[config.mk]
export PLATFORM = sky130hd
export DESIGN_NAME = sar_conversion_logic
export DESIGN_NICKNAME = d
export VERILOG_FILES = /design/src/logic/sar_types_pkg.sv /design/src/logic/trial_timer.sv /design/src/logic/sar_conversion_logic.sv
export VERILOG_INCLUDE_DIRS = /design/src /design/src/logic
export SDC_FILE = /design/constraint.sdc
export NUM_CORES = 1
export LEC_CHECK = 0
export ABC_AREA = 1
export BUFFER_PORTS_ARGS = -buffer_cell sky130_fd_sc_hd__buf_2
export CAP_MARGIN = 5
export CORE_MARGIN = 2
export CORE_UTILIZATION = 54
export DETAILED_ROUTE_END_ITERATION = 12
export PLACE_DENSITY = 0.78
export REMOVE_ABC_BUFFERS = 1
export SLEW_MARGIN = 10
export SYNTH_ARGS = -nofsm -noshare
export SYNTH_HDL_FRONTEND = slang
export SYNTH_SLANG_ARGS = --single-unit
[constraint.sdc]
create_clock -name clock -period 1 [get_ports clock]
set_input_delay 0.1 -clock clock [delete_from_list [all_inputs] [get_ports clock]]
set_output_delay 0.1 -clock clock [all_outputs]
set_load 0.02 [all_outputs]
[src/logic/sar_defines.svh]
`ifndef SAR_DEFINES_SVH
`define SAR_DEFINES_SVH

// ****************************************
// conversion geometry
// ****************************************
`define SAR_BITS            8
`define SAR_LONG_BITS       4

// ****************************************
// timing, times in ns except SAR_SYNC_STAGES, which counts clocks
// ****************************************
`define SAR_CLOCK_NS        50
`define SAR_MSB_SETTLE_NS   85
`define SAR_LSB_SETTLE_NS   35
`define SAR_LONG_TRIAL_NS   160
`define SAR_SHORT_TRIAL_NS  80
`define SAR_SYNC_STAGES     2

// least times round up; the comparator synchroniser delay is added on top
`define SAR_LONG_CYCLES  ((`SAR_LONG_TRIAL_NS + `SAR_CLOCK_NS - 1) / `SAR_CLOCK_NS \
                          + `SAR_SYNC_STAGES)
`define SAR_SHORT_CYCLES ((`SAR_SHORT_TRIAL_NS + `SAR_CLOCK_NS - 1) / `SAR_CLOCK_NS \
                          + `SAR_SYNC_STAGES)

`endif

[src/logic/sar_types_pkg.sv]
package sar_types_pkg;

   // conversion phases
   typedef enum logic [1:0]
   {
      ST_IDLE,
      ST_TRIAL,
      ST_SETTLE,
      ST_DONE
   } sar_state_t;

endpackage : sar_types_pkg

[src/logic/trial_timer.sv]
`timescale 1ns/100ps
`include "sar_defines.svh"

module trial_timer
#(
   parameter int unsigned LONG_CYCLES  = `SAR_LONG_CYCLES,
   parameter int unsigned SHORT_CYCLES = `SAR_SHORT_CYCLES
)
(
   // clock and reset
   input  wire logic clock,
   input  wire logic resetSync_n,
   input  wire logic clockEnable,
   // control
   input  wire logic restart,
   input  wire logic longSel,
   input  wire logic active,
   // status
   output logic      expired
);

   localparam int unsigned CW = $clog2(LONG_CYCLES);

   logic [CW-1:0] count_ff;

   // ****************************************
   // period counter
   // ****************************************
   // period covers dac settling, comparator delay and the synchroniser
   always_ff @(posedge clock or negedge resetSync_n)
   begin
      if (!resetSync_n)
         count_ff <= '0;
      else if (clockEnable)
      begin
         if (restart)
            count_ff <= longSel ? CW'(LONG_CYCLES - 1) : CW'(SHORT_CYCLES - 1);
         else if (count_ff != '0)
            count_ff <= count_ff - 1'b1;
      end
   end

   assign expired = active && (count_ff == '0);

endmodule // trial_timer

[src/logic/sar_conversion_logic.sv]
// Contract
// - first trial drives only the most significant dac bit, half scale
// - input above trial value keeps the bit, next lower bit tried with it
// - input below trial value clears the bit before the next trial
// - trials run msb to lsb, one per bit, n trials in all
// - a conversion takes n trial periods plus one clock
// - start loads a single one into the sequencer, sets msb latch and dac msb
// - latch keeps its one while comparator is low, else cleared before next trial
// - each step advances the single one by one stage until all bits tried
// - after the last trial end-of-conversion goes high, result valid
// - eight-bit conversion is eight trial periods plus one clock
// - trial period covers dac settling, comparator delay, logic delay
// - trial period allows longest settling at msb, shortest at lsb
// - conversion begins when start is sampled high on a rising clock
// - init pulse clears result except msb set, and loads the sequencer with msb only
// - four upper bits get longer trial periods than four lower bits
`timescale 1ns/100ps
`include "sar_defines.svh"

module sar_conversion_logic
#(
   parameter int unsigned DATA_BITS    = `SAR_BITS,
   parameter int unsigned LONG_BITS    = `SAR_LONG_BITS,
   parameter int unsigned LONG_CYCLES  = `SAR_LONG_CYCLES,
   parameter int unsigned SHORT_CYCLES = `SAR_SHORT_CYCLES
)
(
   // clock and reset
   input  wire logic                 clock,
   input  wire logic                 reset_n,
   input  wire logic                 clockEnable,
   // user side
   input  wire logic                 startIn,
   output logic [DATA_BITS-1:0]      resultData,
   output logic                      endOfConv,
   output logic                      initStrobe,
   output sar_types_pkg::sar_state_t convPhase,
   // converter side
   output logic [DATA_BITS-1:0]      dacBits,
   input  wire logic                 comparatorIn
);

   import sar_types_pkg::*;

   localparam logic [DATA_BITS-1:0] MSB_ONLY = {1'b1, {(DATA_BITS-1){1'b0}}};
   localparam int unsigned CONV_CYCLES =
      LONG_BITS * LONG_CYCLES + (DATA_BITS - LONG_BITS) * SHORT_CYCLES;
   localparam int unsigned CCW = $clog2(CONV_CYCLES + 2);

   // ****************************************
   // declarations
   // ****************************************
   logic [1:0]           resetPipe_ff;
   logic                 resetSync_n;
   logic [1:0]           startPipe_ff;
   logic [1:0]           compPipe_ff;
   logic                 startSync;
   logic                 compSync;
   sar_state_t           state_ff;
   logic [DATA_BITS-1:0] result_ff;
   logic [DATA_BITS-1:0] seq_ff;
   logic                 eoc_ff;
   logic                 strobe_ff;
   logic                 startAcc;
   logic                 tick;
   logic                 lastBit;
   logic [DATA_BITS-1:0] nextSeq;
   logic                 restart;
   logic                 longSel;
   logic [CCW-1:0]       convCnt_ff;

   // ****************************************
   // reset release
   // ****************************************
   always_ff @(posedge clock or negedge reset_n)
   begin
      if (!reset_n)
         resetPipe_ff <= 2'h0;
      else if (clockEnable)
         resetPipe_ff <= {resetPipe_ff[0], 1'b1};
   end

   assign resetSync_n = resetPipe_ff[1];

   // ****************************************
   // pin synchronisers
   // ****************************************
   // the comparator is asynchronous to us; its two stages are part of the trial
   always_ff @(posedge clock or negedge resetSync_n)
   begin
      if (!resetSync_n)
      begin
         startPipe_ff <= 2'h0;
         compPipe_ff  <= 2'h0;
      end
      else if (clockEnable)
      begin
         startPipe_ff <= {startPipe_ff[0], startIn};
         compPipe_ff  <= {compPipe_ff[0], comparatorIn};
      end
   end

   assign startSync = startPipe_ff[1];
   assign compSync  = compPipe_ff[1];

   // ****************************************
   // sequencing decodes
   // ****************************************
   // start is a level; held high from end-of-conversion it restarts at once
   assign startAcc = startSync && ((state_ff == ST_IDLE) || (state_ff == ST_DONE));
   assign lastBit  = seq_ff[0];
   assign nextSeq  = seq_ff >> 1;
   assign restart  = startAcc || (tick && !lastBit);
   // upper bits settle slowest, so they get the long period
   assign longSel  = startAcc || (|nextSeq[DATA_BITS-1 -: LONG_BITS]);

   trial_timer
   #(
      .LONG_CYCLES  (LONG_CYCLES),
      .SHORT_CYCLES (SHORT_CYCLES)
   )
   u_trial_timer
   (
      .clock       (clock),
      .resetSync_n (resetSync_n),
      .clockEnable (clockEnable),
      .restart     (restart),
      .longSel     (longSel),
      .active      (state_ff == ST_TRIAL),
      .expired     (tick)
   );

   // ****************************************
   // conversion phase
   // ****************************************
   always_ff @(posedge clock or negedge resetSync_n)
   begin
      if (!resetSync_n)
         state_ff <= ST_IDLE;
      else if (clockEnable)
      begin
         unique case (state_ff)
            ST_IDLE, ST_DONE:
               if (startSync)
                  state_ff <= ST_TRIAL;
            ST_TRIAL:
               if (tick && lastBit)
                  state_ff <= ST_SETTLE;
            ST_SETTLE:
               state_ff <= ST_DONE;
         endcase
      end
   end

   // ****************************************
   // bit sequencer
   // ****************************************
   always_ff @(posedge clock or negedge resetSync_n)
   begin
      if (!resetSync_n)
         seq_ff <= '0;
      else if (clockEnable)
      begin
         if (startAcc)
            seq_ff <= MSB_ONLY;
         else if (tick)
            seq_ff <= nextSeq;
      end
   end

   // ****************************************
   // result latches
   // ****************************************
   // comparator high means the trial overshot the input
   always_ff @(posedge clock or negedge resetSync_n)
   begin
      if (!resetSync_n)
         result_ff <= '0;
      else if (clockEnable)
      begin
         if (startAcc)
            result_ff <= MSB_ONLY;
         else if (tick)
         begin
            if (compSync)
               result_ff <= (result_ff & ~seq_ff) | nextSeq;
            else
               result_ff <= result_ff | nextSeq;
         end
      end
   end

   // ****************************************
   // end of conversion and init strobe
   // ****************************************
   always_ff @(posedge clock or negedge resetSync_n)
   begin
      if (!resetSync_n)
         eoc_ff <= 1'b0;
      else if (clockEnable)
      begin
         if (state_ff == ST_SETTLE)
            eoc_ff <= 1'b1;
         else if (startAcc)
            eoc_ff <= 1'b0;
      end
   end

   always_ff @(posedge clock or negedge resetSync_n)
   begin
      if (!resetSync_n)
         strobe_ff <= 1'b0;
      else if (clockEnable)
         strobe_ff <= startAcc;
   end

   // ****************************************
   // outputs
   // ****************************************
   // the dac sees the latches directly; no extra delay in the loop
   assign dacBits    = result_ff;
   assign resultData = result_ff;
   assign endOfConv  = eoc_ff;
   assign initStrobe = strobe_ff;
   assign convPhase  = state_ff;

   // ****************************************
   // checks
   // ****************************************
   // counts trial cycles of the running conversion, read by checks only
   always_ff @(posedge clock or negedge resetSync_n)
   begin
      if (!resetSync_n)
         convCnt_ff <= '0;
      else if (clockEnable)
      begin
         if (startAcc)
            convCnt_ff <= '0;
         else if (state_ff == ST_TRIAL)
            convCnt_ff <= convCnt_ff + 1'b1;
      end
   end

   a_first_trial_msb:
   assert property (@(posedge clock) disable iff (!resetSync_n || !clockEnable)
      startAcc |=> (dacBits == MSB_ONLY) && (seq_ff == MSB_ONLY) && initStrobe)
      else $error("first trial does not drive msb alone");

   a_keep_on_low:
   assert property (@(posedge clock) disable iff (!resetSync_n || !clockEnable)
      (tick && !compSync) |=> ((result_ff & $past(seq_ff)) == $past(seq_ff)))
      else $error("bit under trial lost with comparator low");

   a_clear_on_high:
   assert property (@(posedge clock) disable iff (!resetSync_n || !clockEnable)
      (tick && compSync) |=> ((result_ff & $past(seq_ff)) == '0))
      else $error("bit under trial kept with comparator high");

   a_single_one:
   assert property (@(posedge clock) disable iff (!resetSync_n || !clockEnable)
      (state_ff == ST_TRIAL) |-> $onehot(seq_ff) && ((result_ff & (seq_ff - 1'b1)) == '0))
      else $error("sequencer not one-hot or lower bits set early");

   a_shift_advance:
   assert property (@(posedge clock) disable iff (!resetSync_n || !clockEnable)
      (tick && !lastBit) |=> (seq_ff == ($past(seq_ff) >> 1)) && (state_ff == ST_TRIAL))
      else $error("sequencer did not advance one stage");

   a_eoc_after_last:
   assert property (@(posedge clock) disable iff (!resetSync_n || !clockEnable)
      (tick && lastBit) |=> !endOfConv ##1 endOfConv)
      else $error("end of conversion not one clock after last trial");

   a_long_trial:
   assert property (@(posedge clock) disable iff (!resetSync_n || !clockEnable)
      (restart && longSel) |=> !tick [*5] ##1 tick)
      else $error("long trial period wrong");

   a_short_trial:
   assert property (@(posedge clock) disable iff (!resetSync_n || !clockEnable)
      (restart && !longSel) |=> !tick [*3] ##1 tick)
      else $error("short trial period wrong");

   a_conv_length:
   assert property (@(posedge clock) disable iff (!resetSync_n || !clockEnable)
      (state_ff == ST_SETTLE) |-> (convCnt_ff == CCW'(CONV_CYCLES)))
      else $error("conversion length wrong");

   a_result_stable:
   assert property (@(posedge clock) disable iff (!resetSync_n || !clockEnable)
      (endOfConv && !startAcc) |=> $stable(resultData) && endOfConv)
      else $error("result moved while end of conversion high");

   a_start_taken:
   assert property (@(posedge clock) disable iff (!resetSync_n || !clockEnable)
      ($rose(startSync) && (state_ff == ST_IDLE)) |=> (state_ff == ST_TRIAL) && !endOfConv)
      else $error("start sampled high but no conversion began");

endmodule // sar_conversion_logic

==> results.md, run 1 <==
| Group | Result | Value |
|:---|:---|:---|
| global route | Maximum number of pins on one net before global-route repair | 28 |
| global route | Routing usage on met2 | 0.452 |
| setup path | Critical path buffer and inverter count | 3 |
| outcome | Violations in the final reports | setup timing |
| setup path | Setup slack, reg-to-reg | -0.51 ns |
| setup path | CP max stage cell | sky130_fd_sc_hd__dfrtp_1 |
| floorplanning | Core outline area | 2450 µm² |
| logic synthesis | Synth area leader | sky130_fd_sc_hd__dfrtp_1 |
| place | RD Place Congestion | 0.815 |
| sta | Number of setup violations in the final report | 41 |
| logic synthesis | Synthesized area per cell | 8.54 µm² |
| layout | Layout cells sized above 1 | 0.460 |
| logic synthesis | EDFF count, synth | 0 |
| setup path | Gate family responsible for the most delay along the worst path | simple AND/OR/NAND/NOR gates |
| setup path | Largest fanout on the critical path | 9 |
| setup path | Worst path depth | 9 |
| clock tree | TritonCTS clock tree | built |
| clock tree | Clock transition at the registers of the reported paths | 0.09 ns |
| sta | Final hold violation count | 0 |
| global route | Total global routing overflow | 0 |
| routing | Iter 0 DRT Violations | 49 |
| sta | Period utilization | 1.51 |
| power and ir drop | Leakage power of the design | 1.10 nW |
| setup path | Worst setup path class | reg2reg |
| setup path | Crit end category | flip-flop |
| clock tree | Number of buffers between clock root and the deepest sink | 2 |
| min path | Depth of the worst hold-timing path | 2 |
| sta | Worst Tran Pin Value | 0.390 ns |
| logic synthesis | Ys flop type | sky130_fd_sc_hd__dfrtp_1 |
| global route | Global-route wire length before repair | 5410 µm |
| sta | Setup repair after global routing missed its margin | yes |
| place | Total half-perimeter wirelength after legalization and detailed placement | 2110 µm |
| routing | Antenna-violating nets left | 0 |
| routing | Routed WL per cell | 17.2 µm |
| clock tree | Level count of the clock H-tree | 2 |
| sta | Tmin final | 1.51 ns |
| logic synthesis | Sequential share of the synthesized area | 0.522 |
| power and ir drop | Power per Cell Area | 2810 nW/µm² |
| layout | Final std cell area, no fill | 2120 µm² |
| clock tree | Clock root buffer master | sky130_fd_sc_hd__clkbuf_4 |
| place | Number of port buffers | 24 |
| setup path | Biggest cell delay along the critical path | 0.43 ns |
| clock tree | Inserted Clock Buffers | 5 |
| flow run | Maximum Capacitance Violations | 0 |
| layout | Ant. Diodes | 0 |
| place | Placed inst area | 1590 µm² |
| routing | DRC violation count after routing | 0 |
| setup path | Depth of the most critical reg-to-reg path | 9 |
| logic synthesis | Area of the mapped netlist | 1390 µm² |
| setup path | Worst Path Required | 1.23 ns |
| floorplanning | Initial core utilization | 0.567 |
| outcome | Outcome | complete, but fails checks |
| place | Placed Cells incl. Taps | 221 |
| sta | Smallest setup slack after layout | -0.509 ns |
| routing | Average via count per standard cell | 5.56 |
| floorplanning | Die Area | 3000 µm² |
| routing | Detailed-route wire length | 4210 µm |
| floorplanning | Number of cell rows | 18 |
| sta | Final worst clock skew | 0.00357 ns |
| min path | Worst hold path type | in2reg |
| logic synthesis | Cell types occupying the most area after synthesis | sky130_fd_sc_hd__dfrtp_1 52%, sky130_fd_sc_hd__nand2_1 15%, sky130_fd_sc_hd__nand3_1 9.7% |
| floorplanning | Y dimension of the die | 54.8 µm |
| sta | Max-slew violation count | 0 |
| floorplanning | Number of ports placed on the die boundary | 25 |
| global route | Met3 track demand over resource | 0.0710 |
| routing | First-pass iteration count of the detailed router | 4 |
| routing | DR vias | 1361 |
| place | Worst slack after detailed placement | -0.506 ns |
| logic synthesis | Synth Warn # | 0 |
| global route | Number of antenna violations at the first check in global routing | 0 |
| logic synthesis | Post-synthesis instance total | 163 |
| global route | Busiest metal layer after global routing | met2 |
| logic synthesis | Synth cell types | 22 |
| logic synthesis | Synthesis-stage register bit count | 29 |
| sta | F_max | 0.663 GHz |
| sta | Max-slew headroom at the worst pin | 0.740 |
| logic synthesis | Post-synth ARST share | 1.00 |
| layout | Layout overhead on the synthesized area | 52.2% |
| setup path | Data arrival time of the critical path | 1.74 ns |
| sta | Hold_ws | 0.0334 ns |
| global route | Global-route total usage across every layer | 0.260 |
| setup path | CP cell instances | inv_2, ha_4, nand3_4, nor2_4, buf_12, buf_8, nand3_2, nand3_1, nand2_1 |
| power and ir drop | Post-layout total power | 5.95 mW |
| clock tree | Clock sink count | 29 |
| logic synthesis | Area share of the leading cell type in the synthesized netlist | 0.522 |
| global route | Met1 demand-to-capacity share in global routing | 0.319 |
| setup path | Crit path launch type | flip-flop |
| power and ir drop | Max IR drop VDD | 1.99 mV |
| floorplanning | Horizontal die dimension | 54.8 µm |
| layout | Final non-filler cell total | 245 |
| global route | Via count of the first global-routing pass | 1230 |
| layout | Net total in the final layout | 224 |
| clock tree | Clock insertion delay at the later pin of the skew report | 0.34 ns |
==> cell usage after synthesis, types with 2 or more instances <==
library cell / number
sky130_fd_sc_hd__nand3_1: 27
sky130_fd_sc_hd__dfrtp_1: 29
sky130_fd_sc_hd__o21ai_0: 4
sky130_fd_sc_hd__nor2_1: 3
sky130_fd_sc_hd__ha_1: 5
sky130_fd_sc_hd__nand2_1: 57
sky130_fd_sc_hd__buf_4: 8
sky130_fd_sc_hd__nand4_1: 2
sky130_fd_sc_hd__inv_1: 13
sky130_fd_sc_hd__clkbuf_1: 3
==> kinds of logic (layout without fill, tap and decap cells) <==
logic type / Yosys count / count (layout) / share of synthesized area
adder cells (fa/ha/maj): 5 / 5 / 0.0450
flip-flops: 29 / 29 / 0.522
buffers and inverters: 27 / 79 / 0.101
AO/OA/AOI/OAI: 7 / 7 / 0.0297
AND/OR/NAND/NOR: 94 / 94 / 0.297
XOR/XNOR: 1 / 1 / 0.00630
==> path summary, 6_finish.rpt <==
| path | startpoint | end |
|---|---|---|
| max | convPhase[1] | dacBits[1] |
| max in group asynchronous | resetPipe_ff[1] | convPhase[0] |
| max reg2reg | convPhase[1] | dacBits[1] |
| min in group asynchronous | reset_n | resetPipe_ff[1] |
| min reg2reg | resetPipe_ff[1] | dacBits[0] |
| min | clockEnable | startPipe_ff[1] |
==> layout by cell type, fill, tap and decap left out, drive strengths merged, types with 2 or more instances in the layout <==
cell type	synthesis	final
clkbuf	3	7
dfrtp	29	29
nor2	4	4
o21ai	5	5
buf	10	54
nand3	28	28
inv	14	14
nand2	57	57
dlygate4sd3	0	3
nand4	2	2
ha	5	5
==> metal layers <==
metal	wire [µm]	part of all wire	up-vias
met1	1650	0.39	672
li1	-	-	618
met5	0	0	-
met3	251	0.060	10
met2	2220	0.53	61
met4	80	0.019	0
==> timing repair <==
item / CTS / global route
hold endpoints to repair: 4 / 0
resized for setup: 34 / 59
pin swaps: 5 / 7
hold buffers: 3 / 0
buffers inserted: 4 / 9
endpoints found under the setup margin: 33 / 43
==> state kept, by name (all words and copies together), names as in the netlist, 2 cells and up <==
name                    flops
resetPipe_ff                2
startPipe_ff                2
convPhase                   2
dacBits                     8
u_trial_timer.count_ff      3
compPipe_ff                 2
seq_ff                      8
==> cell type report <==
type | instances | area [µm²]
flip-flops and latches | 29 | 727
repair buffers | 57 | 539
well taps | 30 | 37.5
fillers | 109 | 337
multi-input cells | 107 | 674
inverters | 14 | 55.1
clock inverters | 1 | 30.0
clock buffers | 7 | 55.1
==> power breakdown <==
group	switching [mW]	internal [mW]	total, mW
registers	0.276	1.43	1.71
clock network	0.424	0.596	1.02
logic	1.67	1.54	3.22
==> per-stage QoR <==
step	TNS, ns	util
after floorplan	-12.02	-
after global placement	-9.13	0.647
after detailed placement	-10.68	0.647
after CTS	-8.16	0.759
after global routing	-11.89	0.863
final	-9.92	0.863
(Power assumes the default switching activity.)
==> inputs of run 2 (changes only) <==
--- a/config.mk
+++ b/config.mk
@@ -14,6 +14,7 @@
 export DETAILED_ROUTE_END_ITERATION = 12
 export PLACE_DENSITY = 0.78
 export REMOVE_ABC_BUFFERS = 1
+export SETUP_SLACK_MARGIN = 0.5
 export SLEW_MARGIN = 10
 export SYNTH_ARGS = -nofsm -noshare
 export SYNTH_HDL_FRONTEND = slang
==> run 2 against run 1 <==
The flow finishes with violations (hold timing, setup timing). Final area rose by 4.1%. Setup slack got worse by 0.036 ns. Die area unchanged. Clock power about the same. Critical path type unchanged. Largest cell class is now multi-input gates. Highest routed layer unchanged.
==> results.md, run 2 (same netlist as run 1, synthesis figures left out) <==
| Group | Result | Value |
|:---|:---|:---|
| global route | Busiest metal layer after global routing | met2 |
| layout | Most frequent cells in the layout | 47 x sky130_fd_sc_hd__nand2_1, 28 x sky130_fd_sc_hd__buf_6, 26 x sky130_fd_sc_hd__dfrtp_1 |
| clock tree | Clock root buffer master | sky130_fd_sc_hd__clkbuf_4 |
| routing | Routed WL per cell | 19.3 µm |
| place | Number of port buffers | 24 |
| min path | Worst hold path type | in2reg |
| floorplanning | Number of ports placed on the die boundary | 25 |
| sta | Tmin final | 1.55 ns |
| routing | DR vias | 1380 |
| setup path | Worst setup path class | reg2reg |
| clock tree | Inserted Clock Buffers | 5 |
| clock tree | Number of buffers between clock root and the deepest sink | 2 |
| routing | DRC violation count after routing | 0 |
| clock tree | Level count of the clock H-tree | 2 |
| floorplanning | Die Area | 3000 µm² |
| outcome | Outcome | complete, but fails checks |
| sta | Final worst clock skew | 0.0131 ns |
| routing | First-pass iteration count of the detailed router | 4 |
| power and ir drop | Leakage power of the design | 1.12 nW |
| global route | Routing usage on met2 | 0.466 |
| layout | Final std cell area, no fill | 2200 µm² |
| sta | Max-slew violation count | 0 |
| sta | Setup repair after global routing missed its margin | yes |
| power and ir drop | Power per Cell Area | 2770 nW/µm² |
| global route | Met3 track demand over resource | 0.0519 |
| clock tree | Clock insertion delay at the later pin of the skew report | 0.35 ns |
| layout | Count of filler cells inserted in the layout | 83 |
| global route | Maximum number of pins on one net before global-route repair | 28 |
| setup path | Crit end category | flip-flop |
| sta | Hold_ws | -0.0390 ns |
| place | RD Place Congestion | 0.815 |
| routing | Iter 0 DRT Violations | 40 |
| clock tree | Clock transition at the registers of the reported paths | 0.10 ns |
| global route | Via count of the first global-routing pass | 1256 |
| flow run | Maximum Capacitance Violations | 0 |
| setup path | CP cell instances | inv_2, ha_4, nand3_4, nor2_4, clkbuf_16, nand3_2, nand3_1, nand2_1 |
| floorplanning | Y dimension of the die | 54.8 µm |
| sta | Number of setup violations in the final report | 42 |
| power and ir drop | Max IR drop VDD | 2.30 mV |
| layout | Ant. Diodes | 0 |
| sta | Worst Tran Pin Value | 0.314 ns |
| floorplanning | Initial core utilization | 0.567 |
| routing | Average via count per standard cell | 5.63 |
| layout | Most common cell after layout, fill and taps aside | sky130_fd_sc_hd__nand2_1 |
| place | Total half-perimeter wirelength after legalization and detailed placement | 2110 µm |
| setup path | Largest fanout on the critical path | 7 |
| layout | Net total in the final layout | 224 |
| clock tree | Clock sink count | 29 |
| setup path | Biggest cell delay along the critical path | 0.40 ns |
| sta | Smallest setup slack after layout | -0.546 ns |
| clock tree | TritonCTS clock tree | built |
| setup path | Crit path launch type | flip-flop |
| floorplanning | Horizontal die dimension | 54.8 µm |
| global route | Global-route wire length before repair | 5730 µm |
| layout | Core utilization of the finished layout | 0.898 |
| layout | Layout cells sized above 1 | 0.502 |
| sta | F_max | 0.647 GHz |
| setup path | CP max stage cell | sky130_fd_sc_hd__dfrtp_1 |
| sta | Max-slew headroom at the worst pin | 0.789 |
| floorplanning | Number of cell rows | 18 |
| sta | Final hold violation count | 2 |
| place | Placed inst area | 1590 µm² |
| global route | Total global routing overflow | 0 |
| global route | Global-route total usage across every layer | 0.278 |
| routing | Detailed-route wire length | 4730 µm |
| routing | Antenna-violating nets left | 0 |
| sta | Period utilization | 1.55 |
| global route | Met1 demand-to-capacity share in global routing | 0.346 |
| floorplanning | Core outline area | 2450 µm² |
| setup path | Critical path buffer and inverter count | 2 |
| setup path | Data arrival time of the critical path | 1.78 ns |
| setup path | Worst Path Required | 1.23 ns |
| outcome | Violations in the final reports | hold timing, setup timing |
| layout | Layout overhead on the synthesized area | 58.5% |
| clock tree | Hold bufs inserted after CTS | 1 |
| setup path | Gate family responsible for the most delay along the worst path | simple AND/OR/NAND/NOR gates |
| global route | Number of antenna violations at the first check in global routing | 0 |
run 2: report_power, final:
part           internal, mW  switching (mW)
registers              1.43           0.275
logic                  1.59            1.75
clock network         0.597           0.458
total                  3.62            2.48
run 2: worst paths after layout:
path | startpoint | depth (start not counted) | end | slack [ns]
hold / removal | startIn | 3 | startPipe_ff[0] | -0.04
setup / recovery | u_trial_timer.count_ff[1] | 8 | dacBits[1] | -0.55
hold reg to reg | resetPipe_ff[1] | 1 | dacBits[1] | 0.22
setup reg to reg | u_trial_timer.count_ff[1] | 8 | dacBits[1] | -0.55
max in group asynchronous | resetPipe_ff[1] | 1 | startPipe_ff[1] | 0.56
min in group asynchronous | reset_n | 2 | resetPipe_ff[1] | 0.08
run 2: worst min-delay path, stage by stage:
cell and delay [ns]:
sky130_fd_sc_hd__buf_2 0.07, sky130_fd_sc_hd__nand2_1 0.04, sky130_fd_sc_hd__nand2_1 0.06
run 2: timing repair:
item                       4_1_cts  5_1_grt
pin swaps                       10       13
hold endpoints to repair         4        2
setup endpoints to repair       76       76
buffers inserted                 7        7
gates cloned                     0        1
gates resized for setup         67       42
run 2: cell type report:
cell class	instances	area, µm²	area share
timing repair buffer	57	563	0.255
tap	30	37.5	0.0170
inverter	14	57.6	0.0261
sequential	29	729	0.331
multi-input combinational	107	732	0.332
clock buffer	7	55.1	0.0250
clock inverter	1	30.0	0.0136
run 2: metal layers:
| layer | routed length [µm] | part of all wire |
|---|---|---|
| met4 | 161 | 0.034 |
| met2 | 2430 | 0.51 |
| met1 | 1860 | 0.39 |
| met5 | 0 | 0 |
| met3 | 282 | 0.060 |
run 2: stage by stage:
stage | cells | hold slack (ns) | setup slack (ns) | power, mW | setup TNS, ns
6_report | 245 | -0.0390 | -0.546 | 6.10 | -10.14
5_1_grt | 245 | -0.0597 | -0.576 | 6.41 | -12.07
4_1_cts | 237 | -0.0348 | -0.398 | 5.38 | -8.12
3_5_place_dp | 221 | -0.112 | -0.506 | 3.63 | -10.68
3_3_place_gp | 221 | -0.115 | -0.438 | 3.52 | -9.13
2_1_floorplan | 150 | -0.196 | -0.637 | 2.80 | -12.02
